--- src/tmr_regs.vh ---
/*
 * tmr_regs.vh: constants for the 16-bit timer compare-output block.
 * assumes: included by tmr_timer16.v by bare name; definitions only.
 */
`ifndef TMR_REGS_VH
`define TMR_REGS_VH

// waveform mode select codes handled here
`define TMR_WGM_NORMAL 4'h0
`define TMR_WGM_CTC_OCA 4'h4
`define TMR_WGM_CTC_CAP 4'hc

// compare output action encodings (non-pwm)
`define TMR_COM_NONE 2'h0
`define TMR_COM_TOGGLE 2'h1
`define TMR_COM_CLEAR 2'h2
`define TMR_COM_SET 2'h3

// prescale select encodings
`define TMR_CS_STOP 3'h0
`define TMR_CS_DIV1 3'h1
`define TMR_CS_DIV8 3'h2
`define TMR_CS_DIV64 3'h3
`define TMR_CS_DIV256 3'h4
`define TMR_CS_DIV1024 3'h5

// prescale terminal counts (divide minus one)
`define TMR_PS_DIV8_TC 10'h007
`define TMR_PS_DIV64_TC 10'h03f
`define TMR_PS_DIV256_TC 10'h0ff
`define TMR_PS_DIV1024_TC 10'h3ff

// counter extremes and reset values
`define TMR_CNT_MAX 16'hffff
`define TMR_CNT_BOTTOM 16'h0000
`define TMR_OC_RESET 1'b0

`endif

--- src/tmr_timer16.v ---
/*
 * tmr_timer16.v: 16-bit timer/counter with normal and clear-on-match counting,
 * two compare channels with compare output state, overflow/compare/capture flags,
 * prescaler and port-pin override.
 * assumes: one 40 MHz clock (io clock), synchronous active-high reset, control
 * ports driven from logic on the same clock; flag clears are one-cycle pulses.
 */
// What this block does
// reset clears each compare output state to zero regardless of pin.
// nonzero compare output action makes pin output the compare output state.
// pin driven only while the port direction bit selects output.
// compare output state can be forced while pin driver still disabled.
// compare output action never influences capture behaviour.
// action zero leaves compare output state unchanged on any match.
// new action applies at next match; force strobe applies it now.
// counting sequence depends only on waveform mode select and its top value.
// non-pwm actions set, clear or toggle output state on match.
// mode 0 counts up always and wraps 0xffff to 0x0000.
// overflow flag set as counter becomes zero; only cleared by service.
// software may write the counter anytime in free-running mode.
// mode 4 clears on compare a match; mode 12 on capture match.
// reaching top in clear-on-match sets compare a or capture flag.
// top is unbuffered; a top below count wraps through 0xffff first.
// action 1 on channel a toggles its state on every match.
// toggle frequency is io clock over 2*N*(1+compare a).
// prescale factor selectable from 1, 8, 64, 256 and 1024.
// clear-on-match also sets overflow flag on max to zero pass, except when top is 0xffff.
// match when counter equals compare value; flag set next timer tick.
// forced compare updates state but sets no flag and keeps counter.
// counter write blocks matches in the following timer tick, even stopped.
// pwm mode codes unsupported here: counter holds, unsupported flag shown.
`timescale 1ns/10ps
`include "tmr_regs.vh"

module tmr_timer16 #(
   parameter CW = 16
) (
   // clock, reset, enable
   input wire clk,
   input wire sys_rst,
   input wire clk_en,
   // mode and prescale control
   input wire [3:0] waveform_mode_select,
   input wire [2:0] prescale_select,
   // channel a and b compare control
   input wire [1:0] compare_output_action_a,
   input wire [1:0] compare_output_action_b,
   input wire [CW-1:0] compare_value_a,
   input wire [CW-1:0] compare_value_b,
   input wire force_compare_strobe_a,
   input wire force_compare_strobe_b,
   // capture value register contents (top in mode 12)
   input wire [CW-1:0] capture_value_register,
   // counter write port
   input wire counter_write,
   input wire [CW-1:0] counter_write_data,
   // flag clears (interrupt service or software write of one)
   input wire overflow_flag_clear,
   input wire compare_a_flag_clear,
   input wire compare_b_flag_clear,
   input wire capture_flag_clear,
   // general port pins for both channels
   input wire port_out_a,
   input wire port_out_b,
   input wire output_pin_direction_bit_a,
   input wire output_pin_direction_bit_b,
   // pin drive
   output wire pin_out_a,
   output wire pin_oe_a,
   output wire pin_out_b,
   output wire pin_oe_b,
   // status
   output reg [CW-1:0] counter_value,
   output reg overflow_flag,
   output reg compare_a_flag,
   output reg compare_b_flag,
   output reg capture_flag,
   output reg compare_output_state_a,
   output reg compare_output_state_b,
   output reg mode_unsupported
);

   reg [9:0] prescale_cnt_r;
   reg [9:0] prescale_tc;
   reg tick;
   reg block_pending_r;
   reg match_a_pend_r;
   reg match_b_pend_r;
   reg match_cap_pend_r;
   wire mode_normal;
   wire mode_ctc_a;
   wire mode_ctc_cap;
   wire [CW-1:0] top_value;
   wire at_top;
   wire match_a;
   wire match_b;
   wire match_cap;
   wire [CW-1:0] count_nxt;
   wire wrap;
   wire [1:0] action [0:1];
   wire [1:0] force_stb;
   wire [1:0] hit;

   assign mode_normal = (waveform_mode_select == `TMR_WGM_NORMAL);
   assign mode_ctc_a = (waveform_mode_select == `TMR_WGM_CTC_OCA);
   assign mode_ctc_cap = (waveform_mode_select == `TMR_WGM_CTC_CAP);

   // prescaler: terminal count per select; stop gives no ticks
   always @* begin
      prescale_tc = 10'h000;
      tick = 1'b0;
      case (prescale_select)
         `TMR_CS_DIV1: tick = 1'b1;
         `TMR_CS_DIV8: prescale_tc = `TMR_PS_DIV8_TC;
         `TMR_CS_DIV64: prescale_tc = `TMR_PS_DIV64_TC;
         `TMR_CS_DIV256: prescale_tc = `TMR_PS_DIV256_TC;
         `TMR_CS_DIV1024: prescale_tc = `TMR_PS_DIV1024_TC;
         default: prescale_tc = 10'h000;
      endcase
      if (prescale_select != `TMR_CS_STOP && prescale_select != `TMR_CS_DIV1 &&
          prescale_select <= `TMR_CS_DIV1024) begin
         tick = ((prescale_cnt_r & prescale_tc) == prescale_tc);
      end
   end

   always @(posedge clk) begin
      if (sys_rst) begin
         prescale_cnt_r <= 10'h000;
      end else if (clk_en) begin
         prescale_cnt_r <= prescale_cnt_r + 10'h001;
      end
   end

   // top is read straight from the live registers, no buffering
   assign top_value = mode_ctc_cap ? capture_value_register : compare_value_a;
   // equality only, so a top below the count is passed and reached after wrap
   assign at_top = (mode_ctc_a || mode_ctc_cap) && (counter_value == top_value);

   // comparators; a counter write blocks matches for the next tick
   assign match_a = (counter_value == compare_value_a) && !block_pending_r;
   assign match_b = (counter_value == compare_value_b) && !block_pending_r;
   assign match_cap = mode_ctc_cap && (counter_value == capture_value_register)
                      && !block_pending_r;

   // next count depends on mode select and its top value, never on actions
   assign count_nxt = at_top ? `TMR_CNT_BOTTOM : counter_value + 16'h0001;
   assign wrap = (counter_value == `TMR_CNT_MAX) && !at_top;

   always @(posedge clk) begin
      if (sys_rst) begin
         counter_value <= `TMR_CNT_BOTTOM;
         block_pending_r <= 1'b0;
         mode_unsupported <= 1'b0;
      end else if (clk_en) begin
         mode_unsupported <= !(mode_normal || mode_ctc_a || mode_ctc_cap);
         if (counter_write) begin
            counter_value <= counter_write_data;
            block_pending_r <= 1'b1;
         end else if (tick) begin
            block_pending_r <= 1'b0;
            if (mode_normal || mode_ctc_a || mode_ctc_cap) begin
               counter_value <= count_nxt;
            end
         end
      end
   end

   // a match sampled on one tick raises its flag on the following tick
   always @(posedge clk) begin
      if (sys_rst) begin
         match_a_pend_r <= 1'b0;
         match_b_pend_r <= 1'b0;
         match_cap_pend_r <= 1'b0;
      end else if (clk_en && tick && !counter_write) begin
         match_a_pend_r <= match_a;
         match_b_pend_r <= match_b;
         match_cap_pend_r <= match_cap;
      end
   end

   // flags: hardware set wins over a clear in the same cycle
   always @(posedge clk) begin
      if (sys_rst) begin
         overflow_flag <= 1'b0;
         compare_a_flag <= 1'b0;
         compare_b_flag <= 1'b0;
         capture_flag <= 1'b0;
      end else if (clk_en) begin
         if (tick && !counter_write && wrap &&
             (mode_normal || mode_ctc_a || mode_ctc_cap)) begin
            overflow_flag <= 1'b1;
         end else if (overflow_flag_clear) begin
            overflow_flag <= 1'b0;
         end
         if (tick && match_a_pend_r) begin
            compare_a_flag <= 1'b1;
         end else if (compare_a_flag_clear) begin
            compare_a_flag <= 1'b0;
         end
         if (tick && match_b_pend_r) begin
            compare_b_flag <= 1'b1;
         end else if (compare_b_flag_clear) begin
            compare_b_flag <= 1'b0;
         end
         // only the top match feeds this flag; capture events live elsewhere
         if (tick && match_cap_pend_r) begin
            capture_flag <= 1'b1;
         end else if (capture_flag_clear) begin
            capture_flag <= 1'b0;
         end
      end
   end

   // per-channel output state; actions are read live, so a new value takes
   // effect at the next match
   assign action[0] = compare_output_action_a;
   assign action[1] = compare_output_action_b;
   assign force_stb = {force_compare_strobe_b, force_compare_strobe_a};
   // force only in non-pwm modes; it touches no flag nor counter
   assign hit[0] = (tick && !counter_write && match_a) ||
                   (force_stb[0] && !mode_unsupported);
   assign hit[1] = (tick && !counter_write && match_b) ||
                   (force_stb[1] && !mode_unsupported);

   reg [1:0] oc_r;
   genvar ch;
   generate
      for (ch = 0; ch < 2; ch = ch + 1) begin : g_oc
         always @(posedge clk) begin
            if (sys_rst) begin
               oc_r[ch] <= `TMR_OC_RESET;
            end else if (clk_en && hit[ch]) begin
               case (action[ch])
                  `TMR_COM_TOGGLE: oc_r[ch] <= ~oc_r[ch];
                  `TMR_COM_CLEAR: oc_r[ch] <= 1'b0;
                  `TMR_COM_SET: oc_r[ch] <= 1'b1;
                  default: oc_r[ch] <= oc_r[ch];
               endcase
            end
         end
      end
   endgenerate

   always @* begin
      compare_output_state_a = oc_r[0];
      compare_output_state_b = oc_r[1];
   end

   // override the port value; direction stays with the port bit, so the state
   // can be prepared by a force before the driver is enabled
   assign pin_out_a = (compare_output_action_a != `TMR_COM_NONE) ? oc_r[0] : port_out_a;
   assign pin_out_b = (compare_output_action_b != `TMR_COM_NONE) ? oc_r[1] : port_out_b;
   assign pin_oe_a = output_pin_direction_bit_a;
   assign pin_oe_b = output_pin_direction_bit_b;

endmodule // tmr_timer16

--- config.mk ---
export PLATFORM = sky130hd
export DESIGN_NAME = tmr_timer16
export DESIGN_NICKNAME = d
export VERILOG_FILES = /design/src/tmr_timer16.v
export VERILOG_INCLUDE_DIRS = /design/src
export SDC_FILE = /design/constraint.sdc
export NUM_CORES = 1
export LEC_CHECK = 0
export BUFFER_PORTS_ARGS = -buffer_cell sky130_fd_sc_hd__clkbuf_2
export CORE_ASPECT_RATIO = 1.5
export CORE_MARGIN = 1.5
export CORE_UTILIZATION = 45
export DETAILED_ROUTE_END_ITERATION = 6
export HOLD_SLACK_MARGIN = 0.05
export PLACE_DENSITY = 0.76
export REMOVE_ABC_BUFFERS = 1
export SYNTH_ARGS = -nofsm -noshare
export SYNTH_HDL_FRONTEND = slang
export SYNTH_SLANG_ARGS = --single-unit
--- constraint.sdc ---
create_clock -name clk -period 2.49 [get_ports clk]
set_clock_uncertainty 0.1 [all_clocks]
set_input_delay 0.249 -clock clk [delete_from_list [all_inputs] [get_ports clk]]
set_output_delay 0.249 -clock clk [all_outputs]
set_load 0.005 [all_outputs]
After elaboration in Yosys (flattened, before gate mapping)
Index checks and enable logic that the tools add are counted.
W data, S select, Z words.
{ "op_classes": {"n_addsub": 2, "order_cmp": 1, "n_eq_ne": 20, "n_mux": 22, "bitwise": 3, "reduce_logical": 52} }
{ "ops": {"columns": ["cell", "count"], "rows": [
  ["$mux W16", 5],
  ["$eq A16 B16 Y1", 4],
  ["$pmux W10 S4", 1],
  ["$logic_and A1 B1 Y1", 22],
  ["$add A16 B1 Y16 const B", 1],
  ["$eq A16 B16 Y1 const B", 1],
  ["$reduce_bool A2 Y1", 8],
  ["$mux W1", 14],
  ["$reduce_and A2 Y1", 7],
  ["$add A10 B1 Y10 const B", 1],
  ["$and A10 B10 Y10", 1],
  ["$eq A10 B10 Y1", 1],
  ["$reduce_bool A3 Y1", 3],
  ["$eq A2 B2 Y1 const B", 4],
  ["$eq A3 B2 Y1 const B", 2],
  ["$eq A3 B3 Y1 const B", 2],
  ["$pmux W1 S3", 2],
  ["$logic_not A1 Y1", 5],
  ["$logic_or A1 B1 Y1", 5],
  ["$eq A2 B1 Y1 const B", 2],
  ["$eq A4 B3 Y1 const B", 1],
  ["$eq A4 B4 Y1 const B", 1],
  ["$logic_not A4 Y1", 1],
  ["$eq A3 B1 Y1 const B", 1],
  ["4 further kinds", 5]
]} }
{ "totals": {"reg_bits": 37, "inputBits": 89, "output_inout_bits": 27, "wordCells": 113} }

Logic depth before layout (Yosys ltp)
Gate-level depths: netlist of the first run.
{ "depth": {"ltp_word": 10, "mapped_depth": 9, "mapped_depth_nobuf": 7} }

Worst setup path after synthesis of the first run
OpenSTA, ideal clock, no wires.
{ "synth_path": {"path_kind": "reg2reg", "from": "register counter_value[0]", "to": "register counter_value[10]", "setup_time_ps": 133, "arrival_ps": 1878, "required_time_ps": 2257, "path_slack_ps": 379, "path_stages_with_launch": 10, "path_buffers": 3, "period_less_slack_ps": 2111, "path_cell_list": "dfxtp_1 -> buf_2 -> xor2_1 -> nor4_2 -> a21oi_1 -> a2111oi_1 -> a311o_1 -> buf_6 -> buf_8 -> o22ai_2"} }
{ "synth_between": {"elab_chain_len": 6, "word_cells_on_any_way": 7, "cone_classes": "add/sub (1); eq/ne (1); mux (4); reduce/logical (1)"} }
{ "synth_lines": {"columns": ["item", "line", "source"], "rows": [
  ["start: declaration", "tmr_timer16.v:73", "output reg [CW-1:0] counter_value,"],
  ["start signal: assignment", "tmr_timer16.v:151", "counter_value <= `TMR_CNT_BOTTOM;"],
  ["start signal: assignment", "tmr_timer16.v:157", "counter_value <= counter_write_data;"],
  ["start signal: assignment", "tmr_timer16.v:162", "counter_value <= count_nxt;"],
  ["parallel branches: the longest is 2 deep, another holds $add A16 B1 Y16", null, null],
  ["$mux W16 (*)", "tmr_timer16.v:146", "assign count_nxt = at_top ? `TMR_CNT_BOTTOM : counter_value + 16'h0001;"],
  ["$mux W16 (*)", "tmr_timer16.v:161", "if (mode_normal || mode_ctc_a || mode_ctc_cap) begin"],
  ["$mux W16 (*)", "tmr_timer16.v:159", "end else if (tick) begin"],
  ["$mux W16 (*)", "tmr_timer16.v:156", "if (counter_write) begin"]
]} }
Every way passes the cells marked *. The select of a mux whose other input is x is not followed.
A chain may end at the register's enable or synchronous reset.

Final worst setup path of the first run
{ "layout_path": {"from": "register counter_value[13]", "to": "register oc_r[1] (netlist: compare_output_state_b)"} }
{ "layout_between": {"elab_chain_len": 6} }
{ "layout_lines": {"columns": ["item", "line", "source"], "rows": [
  ["$eq A16 B16 Y1", "tmr_timer16.v:141", "assign match_b = (counter_value == compare_value_b) && !block_pending_r;"],
  ["$logic_and A1 B1 Y1", "tmr_timer16.v:141", null],
  ["$logic_and A1 B1 Y1", "tmr_timer16.v:222", "assign hit[1] = (tick && !counter_write && match_b) ||"],
  ["$logic_or A1 B1 Y1", "tmr_timer16.v:222", null],
  ["$logic_and A1 B1 Y1", "tmr_timer16.v:232", "end else if (clk_en && hit[ch]) begin"],
  ["$reduce_and A2 Y1 (no line)", null, null],
  ["end signal: indexed assignment", "tmr_timer16.v:231", "oc_r[ch] <= `TMR_OC_RESET;"],
  ["end signal: indexed assignment", "tmr_timer16.v:234", "`TMR_COM_TOGGLE: oc_r[ch] <= ~oc_r[ch];"],
  ["end signal: indexed assignment", "tmr_timer16.v:237", "default: oc_r[ch] <= oc_r[ch];"],
  ["end: declaration", "tmr_timer16.v:225", "reg [1:0] oc_r;"]
]} }
Every way passes these cells.

==> impl_table.tex, run 1 <==
\begin{tabular}{lr}
\hline
Metric & Value \\
\hline
\multicolumn{2}{l}{\textbf{Clock tree}} \\
\quad CTS tree & built \\
\quad Register clock-pin slew on the reported worst setup and hold paths & 0.08 ns \\
\quad Root cell of the clock tree & clkbuf\_8 \\
\quad H-tree level count & 2 \\
\quad Max Root-Sink Buffers & 2 \\
\quad Clock network latency to the later pin of the worst-skew pair & 0.29 ns \\
\quad Number of buffers inserted during clock tree synthesis & 5 \\
\quad TritonCTS sink count & 37 \\
\multicolumn{2}{l}{\textbf{Die}} \\
\quad Boundary Pins & 116 \\
\quad Standard-cell row count & 36 \\
\quad Die outline width & 69.2 µm \\
\quad Die extent in y & 102 µm \\
\quad Total die area & 7080 µm² \\
\quad Floorplan Core Area & 6440 µm² \\
\quad Starting utilization of the core area & 0.459 \\
\multicolumn{2}{l}{\textbf{Layout}} \\
\quad Largest registers & counter\_value x16, prescale\_cnt\_r x10 \\
\quad Final-stage net count & 570 \\
\quad Most flops, register & counter\_value \\
\quad Number of flip-flops in the largest register & 16 \\
\quad Register area & $\sim$740 µm² \\
\quad Area of combinational cells with multiple inputs & 2000 µm² \\
\quad Filler cell count & 595 \\
\quad Area growth from synthesis to final layout & 26.7\% \\
\quad Fraction of layout instances using a drive strength above 1 & 0.338 \\
\quad ANT cells & 0 \\
\multicolumn{2}{l}{\textbf{Min path}} \\
\quad Hold Path Stages & 4 \\
\quad Worst min path class & primary input to flip-flop \\
\quad Hold Path Sink & overflow\_flag \\
\quad Hold path startpoint & overflow\_flag\_clear \\
\multicolumn{2}{l}{\textbf{Worst setup path}} \\
\quad Endpoint required time on the critical path & between 2 and 3 ns \\
\quad Worst Setup Path Type & flip-flop to flip-flop \\
\quad CP max FO & 6 \\
\quad Startpoint types & flip-flop \\
\quad Startpoint of the most critical register-to-register path & counter\_value[13] \\
\quad Number of cells traversed by the worst register-to-register path & 6 \\
\quad Crit path arrival time & 2.58 ns \\
\quad Type of destination of the critical path & flip-flop \\
\quad Destination of the worst register-to-register timing path & compare\_output\_state\_b \\
\quad Register-to-register path setup slack & roughly 0.028 ns \\
\multicolumn{2}{l}{\textbf{Timing}} \\
\quad Setup repair after global routing missed its margin & no \\
\quad Final number of hold-violating endpoints & 0 \\
\quad Highest clock frequency the design can meet & 406 MHz \\
\quad Final cycle utilization of the critical path & 0.989 \\
\quad Setup total negative slack & 0 ns \\
\quad Post-layout min period & 2.46 ns \\
\quad Final-report setup violation count & 0 \\
\quad Max Slew Vio Count & 0 \\
\quad Worst hold-check slack & 0.161 ns \\
\quad Headroom to the max-slew limit & 0.670 \\
\quad Least-Margin Pin Slew & around 0.49 ns \\
\multicolumn{2}{l}{\textbf{Route}} \\
\quad Final routed wire length divided by cell count & 16.6 µm \\
\quad Drt via density & 5.77 \\
\quad DRC errors left & 0 \\
\quad Detailed router's first-iteration violation count & 195 \\
\quad DRT antenna net count & 0 \\
\quad Total length of routed wires & 9250 µm \\
\quad Vias after detailed routing & 3207 \\
\quad Drt first pass iters & 4 \\
\multicolumn{2}{l}{\textbf{Power and ir drop}} \\
\quad Leakage power & 0.00167 µW \\
\quad Overall power & 1710 µW \\
\quad Peak supply drop & 0.229 mV \\
\quad Total power density per cell area & 455 nW/µm² \\
\multicolumn{2}{l}{\textbf{Global routing}} \\
\quad Global-route usage over all layers & 0.259 \\
\quad Antenna violations before repair & 0 \\
\quad Number of global-route vias before repair & 3231 \\
\quad Maximum number of pins on one net before global-route repair & 38 \\
\quad First-pass GRT wire length & roughly 15000 µm \\
\quad Overflow left after global routing & 0 \\
\multicolumn{2}{l}{\textbf{Synth}} \\
\quad Synth Register Bits & 37 \\
\quad Library cell occupying the most area in the post-synthesis netlist & dfxtp\_1 \\
\quad Netlist Area Pre-Place & $\sim$3000 µm² \\
\quad Average size of a mapped cell & 8.04 µm² \\
\quad Synth Warn \# & 0 \\
\quad Top FF cell, synth & dfxtp\_1 \\
\quad EDFF count, synth & 0 \\
\quad Library cells used by synthesis & 53 \\
\quad Number of standard cells after synthesis & 368 \\
\quad FFs w/ async S/R, synth & 0 \\
\quad Top-area cell type share of the netlist area & 0.250 \\
\quad Sequential fraction of the synthesis area & 0.250 \\
\quad Synth area leaders & dfxtp\_1 25\%, xor2\_1 14\%, mux2i\_1 5.8\% \\
\multicolumn{2}{l}{\textbf{Place}} \\
\quad PortBufs & 111 \\
\quad Global placement routability congestion & approximately 0.92 \\
\quad Hpwl dp & between 7000 and 8000 µm \\
\multicolumn{2}{l}{\textbf{Run status}} \\
\quad Run status & complete, no violations \\
\multicolumn{2}{l}{\textbf{Job}} \\
\quad Max Cap Violations & 0 \\
\hline
\end{tabular}
## critical path, stage by stage, from the launching register on
cell and delay (ns):
dfxtp_1 0.53, xor2_1 0.14, nor4_1 0.48, nand4_1 0.25
o41ai_1 0.38, mux2_1 0.37, a21oi_1 0.13
## cells by family after synthesis
group                    after synthesis  share of synthesized area
XOR/XNOR                              59                      0.175
buffers and inverters                 42                     0.0757
AO/OA/AOI/OAI                         94                      0.228
multiplexers                          20                     0.0689
adder cells (fa/ha/maj)                2                    0.00846
AND/OR/NAND/NOR                      114                      0.194
flip-flops                            37                      0.250
## how the worst max path moves through the flow
stage	from	end	slack [ns]	cells after the start
after floorplan	counter_value[14]	counter_value[3]	0.19	6
after global placement	counter_value[13]	compare_output_state_b	0.11	6
after detailed placement	counter_value[6]	counter_value[9]	0.09	7
after CTS	counter_value[6]	compare_output_state_b	0.07	6
after global routing	counter_value[14]	counter_value[8]	0.001	7
final	counter_value[13]	compare_output_state_b	0.03	6
## layout by cell type (no fill, tap or decap), types with 4 or more instances in the layout
cell and n:
a211oi_1 8, a21oi_1 25, a31oi_1 11, a32oi_1 4, and3_1 4, buf_4 28, clkbuf_2 111, clkbuf_8 6
dfxtp_1 35, inv_1 7, mux2i_1 17, nand2_1 27, nand3_1 9, nand4_1 7, nor2_1 32, nor2b_1 7
nor3_1 5, nor4_1 9, o21ai_0 9, o22ai_1 13, or3_1 5, xnor2_1 11, xor2_1 48
## per-stage QoR
step            util  std cells  area, µm²  setup slack (ns)
2_1_floorplan      -        333       2760             0.186
3_3_place_gp   0.560        546       3610             0.105
3_5_place_dp   0.560        546       3610            0.0867
4_1_cts        0.578        554       3720            0.0736
5_1_grt        0.582        556       3750           0.00133
6_report       0.582        556       3750            0.0285
## final cells by class
type,instances,share of cell area
flip-flops and latches,37,0.198
clock inverters,1,0.00801
repair buffers,139,0.204
multi-input cells,289,0.534
inverters,7,0.00701
clock buffers,7,0.0230
well taps,76,0.0254
## per-layer routing
layer	part of all wire	vias up	GRT usage
li1	-	1547	-
met1	0.39	1472	0.282
met2	0.52	157	0.485
met3	0.062	31	0.0385
met4	0.036	0	0.136
met5	0	-	0
## synthesized netlist by cell type, drive strengths merged, types with 2 or more instances
cell / count
nand2: 28
and3: 4
nand4: 7
o41ai: 4
nor2: 32
ha: 2
mux2i: 17
xnor2: 11
nand3: 10
nor3: 5
o211ai: 2
o22ai: 16
a211oi: 8
a2111oi: 2
nor2b: 7
dfxtp: 37
mux2: 3
nor4: 11
buf: 19
a31oi: 11
o41a: 2
a22oi: 3
clkbuf: 16
or3: 5
o21ai: 9
a21oi: 25
a32oi: 4
inv: 7
xor2: 48
## timing repair
item	in CTS	in global routing
setup endpoints to repair	0	16
hold buffers	0	0
gates resized for setup	0	3
buffers inserted	0	2
## power breakdown
group          total, µW  internal (µW)  switching [µW]
combinational        487            233             254
clock                544            327             218
sequential           675            623            52.0
total               1710           1180             523
No activity file was read; power rests on OpenSTA's default activity.
==> run 2: changes to the inputs <==
- CORE_UTILIZATION: 45 -> 50
- PLACE_DENSITY: 0.76 -> 0.83
==> run 2 against run 1 <==
First-iteration DRC count fell by 13%. Combinational power fell by 4.3%. Sequential power rose by 0.7%. Sequential share of layout area rose by 0.19 points. Setup slack improved by 0.045 ns. Maximum frequency rose by 1.9%. Highest routed layer unchanged. Power rose by 3.9%. Die area fell by 9.6%. Sequential cell count did not move. Wire length fell by 4.3%. Worst hold slack got worse by 0.012 ns. Global-route usage rose by 1.5 points.
==> impl_table.tex, run 2 (synthesized netlist as in run 1, its figures left out) <==
\begin{tabular}{lr}
\hline
Metric & Value \\
\hline
\multicolumn{2}{l}{\textbf{Timing}} \\
\quad Setup repair after global routing missed its margin & no (unchanged) \\
\quad Post-layout min period & 2.42 ns (was 2.46 ns) \\
\quad Final-report setup violation count & 0 (unchanged) \\
\quad Max Slew Vio Count & 0 (unchanged) \\
\quad Final number of hold-violating endpoints & 0 (unchanged) \\
\quad Final Worst Setup Slack & 0.0735 ns (was 0.0285 ns) \\
\quad Final cycle utilization of the critical path & 0.970 (was 0.989) \\
\quad Setup total negative slack & 0 ns (unchanged) \\
\quad Least-Margin Pin Slew & 0.476 ns (was 0.490 ns) \\
\quad Highest clock frequency the design can meet & 414 MHz (was 406 MHz) \\
\quad Headroom to the max-slew limit & 0.678 (was 0.670) \\
\multicolumn{2}{l}{\textbf{Global routing}} \\
\quad First-pass GRT wire length & 14000 µm (was 14900 µm) \\
\quad Antenna violations before repair & 0 (unchanged) \\
\quad Global-route usage over all layers & 0.275 (was 0.259) \\
\quad Overflow left after global routing & 0 (unchanged) \\
\quad Maximum number of pins on one net before global-route repair & 38 (unchanged) \\
\quad Number of global-route vias before repair & 3161 (was 3231) \\
\multicolumn{2}{l}{\textbf{Route}} \\
\quad Final routed wire length divided by cell count & 16.2 µm (was 16.6 µm) \\
\quad DRC errors left & 0 (unchanged) \\
\quad Vias after detailed routing & 3258 (was 3207) \\
\quad DRT antenna net count & 0 (unchanged) \\
\quad Total length of routed wires & 8850 µm (was 9250 µm) \\
\quad Drt first pass iters & 5 (was 4) \\
\quad Detailed router's first-iteration violation count & 169 (was 195) \\
\quad Drt via density & 5.98 (was 5.77) \\
\multicolumn{2}{l}{\textbf{Layout}} \\
\quad Post-layout utilization of the core & 0.645 (was 0.582) \\
\quad Non-filler instance count after layout & 545 (was 556) \\
\quad Area growth from synthesis to final layout & 25.3\% (was 26.7\%) \\
\quad Most common library cell in the layout ignoring fill and taps & clkbuf\_2 (unchanged) \\
\quad Final-stage net count & 563 (was 570) \\
\quad Largest registers & counter\_value x16, prescale\_cnt\_r x10 (unchanged) \\
\quad Fraction of layout instances using a drive strength above 1 & 0.328 (was 0.338) \\
\quad Most flops, register & counter\_value (unchanged) \\
\quad Commonest cells after routing, fill and taps aside & 111 x clkbuf\_2, 48 x xor2\_1, 36 x dfxtp\_1 (was 111 x clkbuf\_2, 48 x xor2\_1, 35 x dfxtp\_1) \\
\quad Number of flip-flops in the largest register & 16 (unchanged) \\
\quad Filler cell count & 500 (was 595) \\
\quad ANT cells & 0 (unchanged) \\
\multicolumn{2}{l}{\textbf{Power and ir drop}} \\
\quad Peak supply drop & 0.329 mV (was 0.229 mV) \\
\quad Leakage power & 0.00164 µW (was 0.00167 µW) \\
\quad Total power density per cell area & 478 nW/µm² (was 455 nW/µm²) \\
\multicolumn{2}{l}{\textbf{Clock tree}} \\
\quad Max Root-Sink Buffers & 2 (unchanged) \\
\quad Buffer count from post-CTS setup fixing & 0 (unchanged) \\
\quad Root cell of the clock tree & clkbuf\_8 (unchanged) \\
\quad CTS-repair resized insts & 0 (unchanged) \\
\quad H-tree level count & 2 (unchanged) \\
\quad Total of hold buffers inserted after clock tree synthesis & 0 (unchanged) \\
\quad TritonCTS sink count & 37 (unchanged) \\
\quad Clock network latency to the later pin of the worst-skew pair & 0.29 ns (about the same) \\
\quad Number of buffers inserted during clock tree synthesis & 5 (unchanged) \\
\quad CTS tree & built (unchanged) \\
\quad Register clock-pin slew on the reported worst setup and hold paths & 0.08 ns (about the same) \\
\multicolumn{2}{l}{\textbf{Place}} \\
\quad Worst setup timing slack at the placement stage & 0.0449 ns (was 0.0867 ns) \\
\quad Hpwl dp & 6990 µm (was 7400 µm) \\
\quad PortBufs & 111 (unchanged) \\
\quad Cell Count Post-Placement & 537 (was 546) \\
\quad Global placement routability congestion & 0.966 (was 0.924) \\
\multicolumn{2}{l}{\textbf{Worst setup path}} \\
\quad Destination of the worst register-to-register timing path & compare\_output\_state\_b (unchanged) \\
\quad Number of buffers and inverters on the critical path & 1 (was 0) \\
\quad Worst Setup Path Type & flip-flop to flip-flop (unchanged) \\
\quad Type of destination of the critical path & flip-flop (unchanged) \\
\quad Startpoint of the most critical register-to-register path & counter\_value[2] (was counter\_value[13]) \\
\quad CP max FO & 7 (was 6) \\
\quad Startpoint types & flip-flop (unchanged) \\
\quad Number of cells traversed by the worst register-to-register path & 7 (was 6) \\
\quad Worst path slowest cell & nor4\_1 (was dfxtp\_1) \\
\quad Register-to-register path setup slack & 0.07 ns (was 0.03 ns) \\
\quad Crit path arrival time & 2.54 ns (was 2.58 ns) \\
\quad Stage delay of the slowest cell on the critical path & 0.46 ns (was 0.53 ns) \\
\quad Endpoint required time on the critical path & 2.62 ns (was 2.61 ns) \\
\quad Crit path max-delay family & simple AND/OR/NAND/NOR gates (unchanged) \\
\quad Worst path cell trace & buf\_4 > xor2\_1 > nor4\_1 > nand4\_1 > o41ai\_2 > mux2\_1 > a21oi\_1 (was xor2\_1 > nor4\_1 > nand4\_1 > o41ai\_1 > mux2\_1 > a21oi\_1) \\
\quad Number of logic stages on the critical path including buffering & 7 (was 6) \\
\multicolumn{2}{l}{\textbf{Min path}} \\
\quad Hold path startpoint & overflow\_flag\_clear (unchanged) \\
\quad Worst min path class & primary input to flip-flop (unchanged) \\
\quad Hold Path Sink & overflow\_flag (unchanged) \\
\quad Hold Path Stages & 4 (unchanged) \\
\multicolumn{2}{l}{\textbf{Die}} \\
\quad Starting utilization of the core area & 0.515 (was 0.459) \\
\quad Standard-cell row count & 34 (was 36) \\
\quad Total die area & 6400 µm² (was 7080 µm²) \\
\quad Boundary Pins & 116 (unchanged) \\
\quad Die outline width & 65.8 µm (was 69.2 µm) \\
\quad Die extent in y & 97.2 µm (was 102 µm) \\
\quad Floorplan Core Area & 5740 µm² (was 6440 µm²) \\
\multicolumn{2}{l}{\textbf{Run status}} \\
\quad Run status & complete, no violations (unchanged) \\
\multicolumn{2}{l}{\textbf{Job}} \\
\quad Max Cap Violations & 0 (unchanged) \\
\hline
\end{tabular}
==> run 2: cell types whose count changed in the layout (fill, tap and decap cells not counted), sizes merged <==
cell | previous run | this run
bufinv | 1 | 2
clkbuf | 118 | 116
clkinv | 0 | 1
buf | 28 | 21
==> run 2: layout make-up <==
class | count | area, µm² | area share
Inverter | 7 | 26.3 | 0.00709
Clock buffer | 5 | 68.8 | 0.0186
Sequential cell | 37 | 742 | 0.200
Clock inverter | 3 | 65.1 | 0.0176
Timing Repair Buffer | 132 | 713 | 0.192
Multi-Input combinational cell | 289 | 2000 | 0.540
Tap cell | 72 | 90.1 | 0.0243
==> run 2: worst max-delay path by stage <==
stage                                 start                     end  slack, ns
after detailed placement   counter_value[6]  compare_output_state_b       0.04
after global routing      counter_value[14]        counter_value[5]     0.0007
final                      counter_value[2]  compare_output_state_b       0.07
after global placement     counter_value[2]  compare_output_state_b       0.07
after CTS                  counter_value[2]  compare_output_state_b       0.02
after floorplan           counter_value[14]        counter_value[3]       0.19
==> run 2: layer usage <==
metal,vias up,wire length (µm),global-route usage
li1,1544,-,-
met1,1532,3290,0.298
met2,147,4610,0.500
met3,35,590,0.0394
met4,0,355,0.133
met5,-,0,0
==> run 2: worst register-to-register path: stages, from the launching register on <==
cell and delay [ns]:
dfxtp_1 0.38, buf_4 0.19, xor2_1 0.16, nor4_1 0.46, nand4_1 0.26, o41ai_2 0.33, mux2_1 0.35, a21oi_1 0.14
==> run 2: power breakdown <==
part / internal [µW] / switching (µW)
registers: 622 / 58.0
logic: 224 / 241
clock network: 398 / 227
total: 1250 / 527
==> run 2: stage by stage <==
| stage | total power (µW) | hold WS, ns | instance area, µm² |
|---|---|---|---|
| finish | 1770 | 0.149 | 3710 |
| global route | 1840 | 0.176 | 3710 |
| CTS | 1770 | 0.150 | 3700 |
| detailed placement | 1150 | 0.345 | 3560 |
| global placement | 1140 | 0.343 | 3560 |
| floorplan | 916 | 0.218 | 2760 |
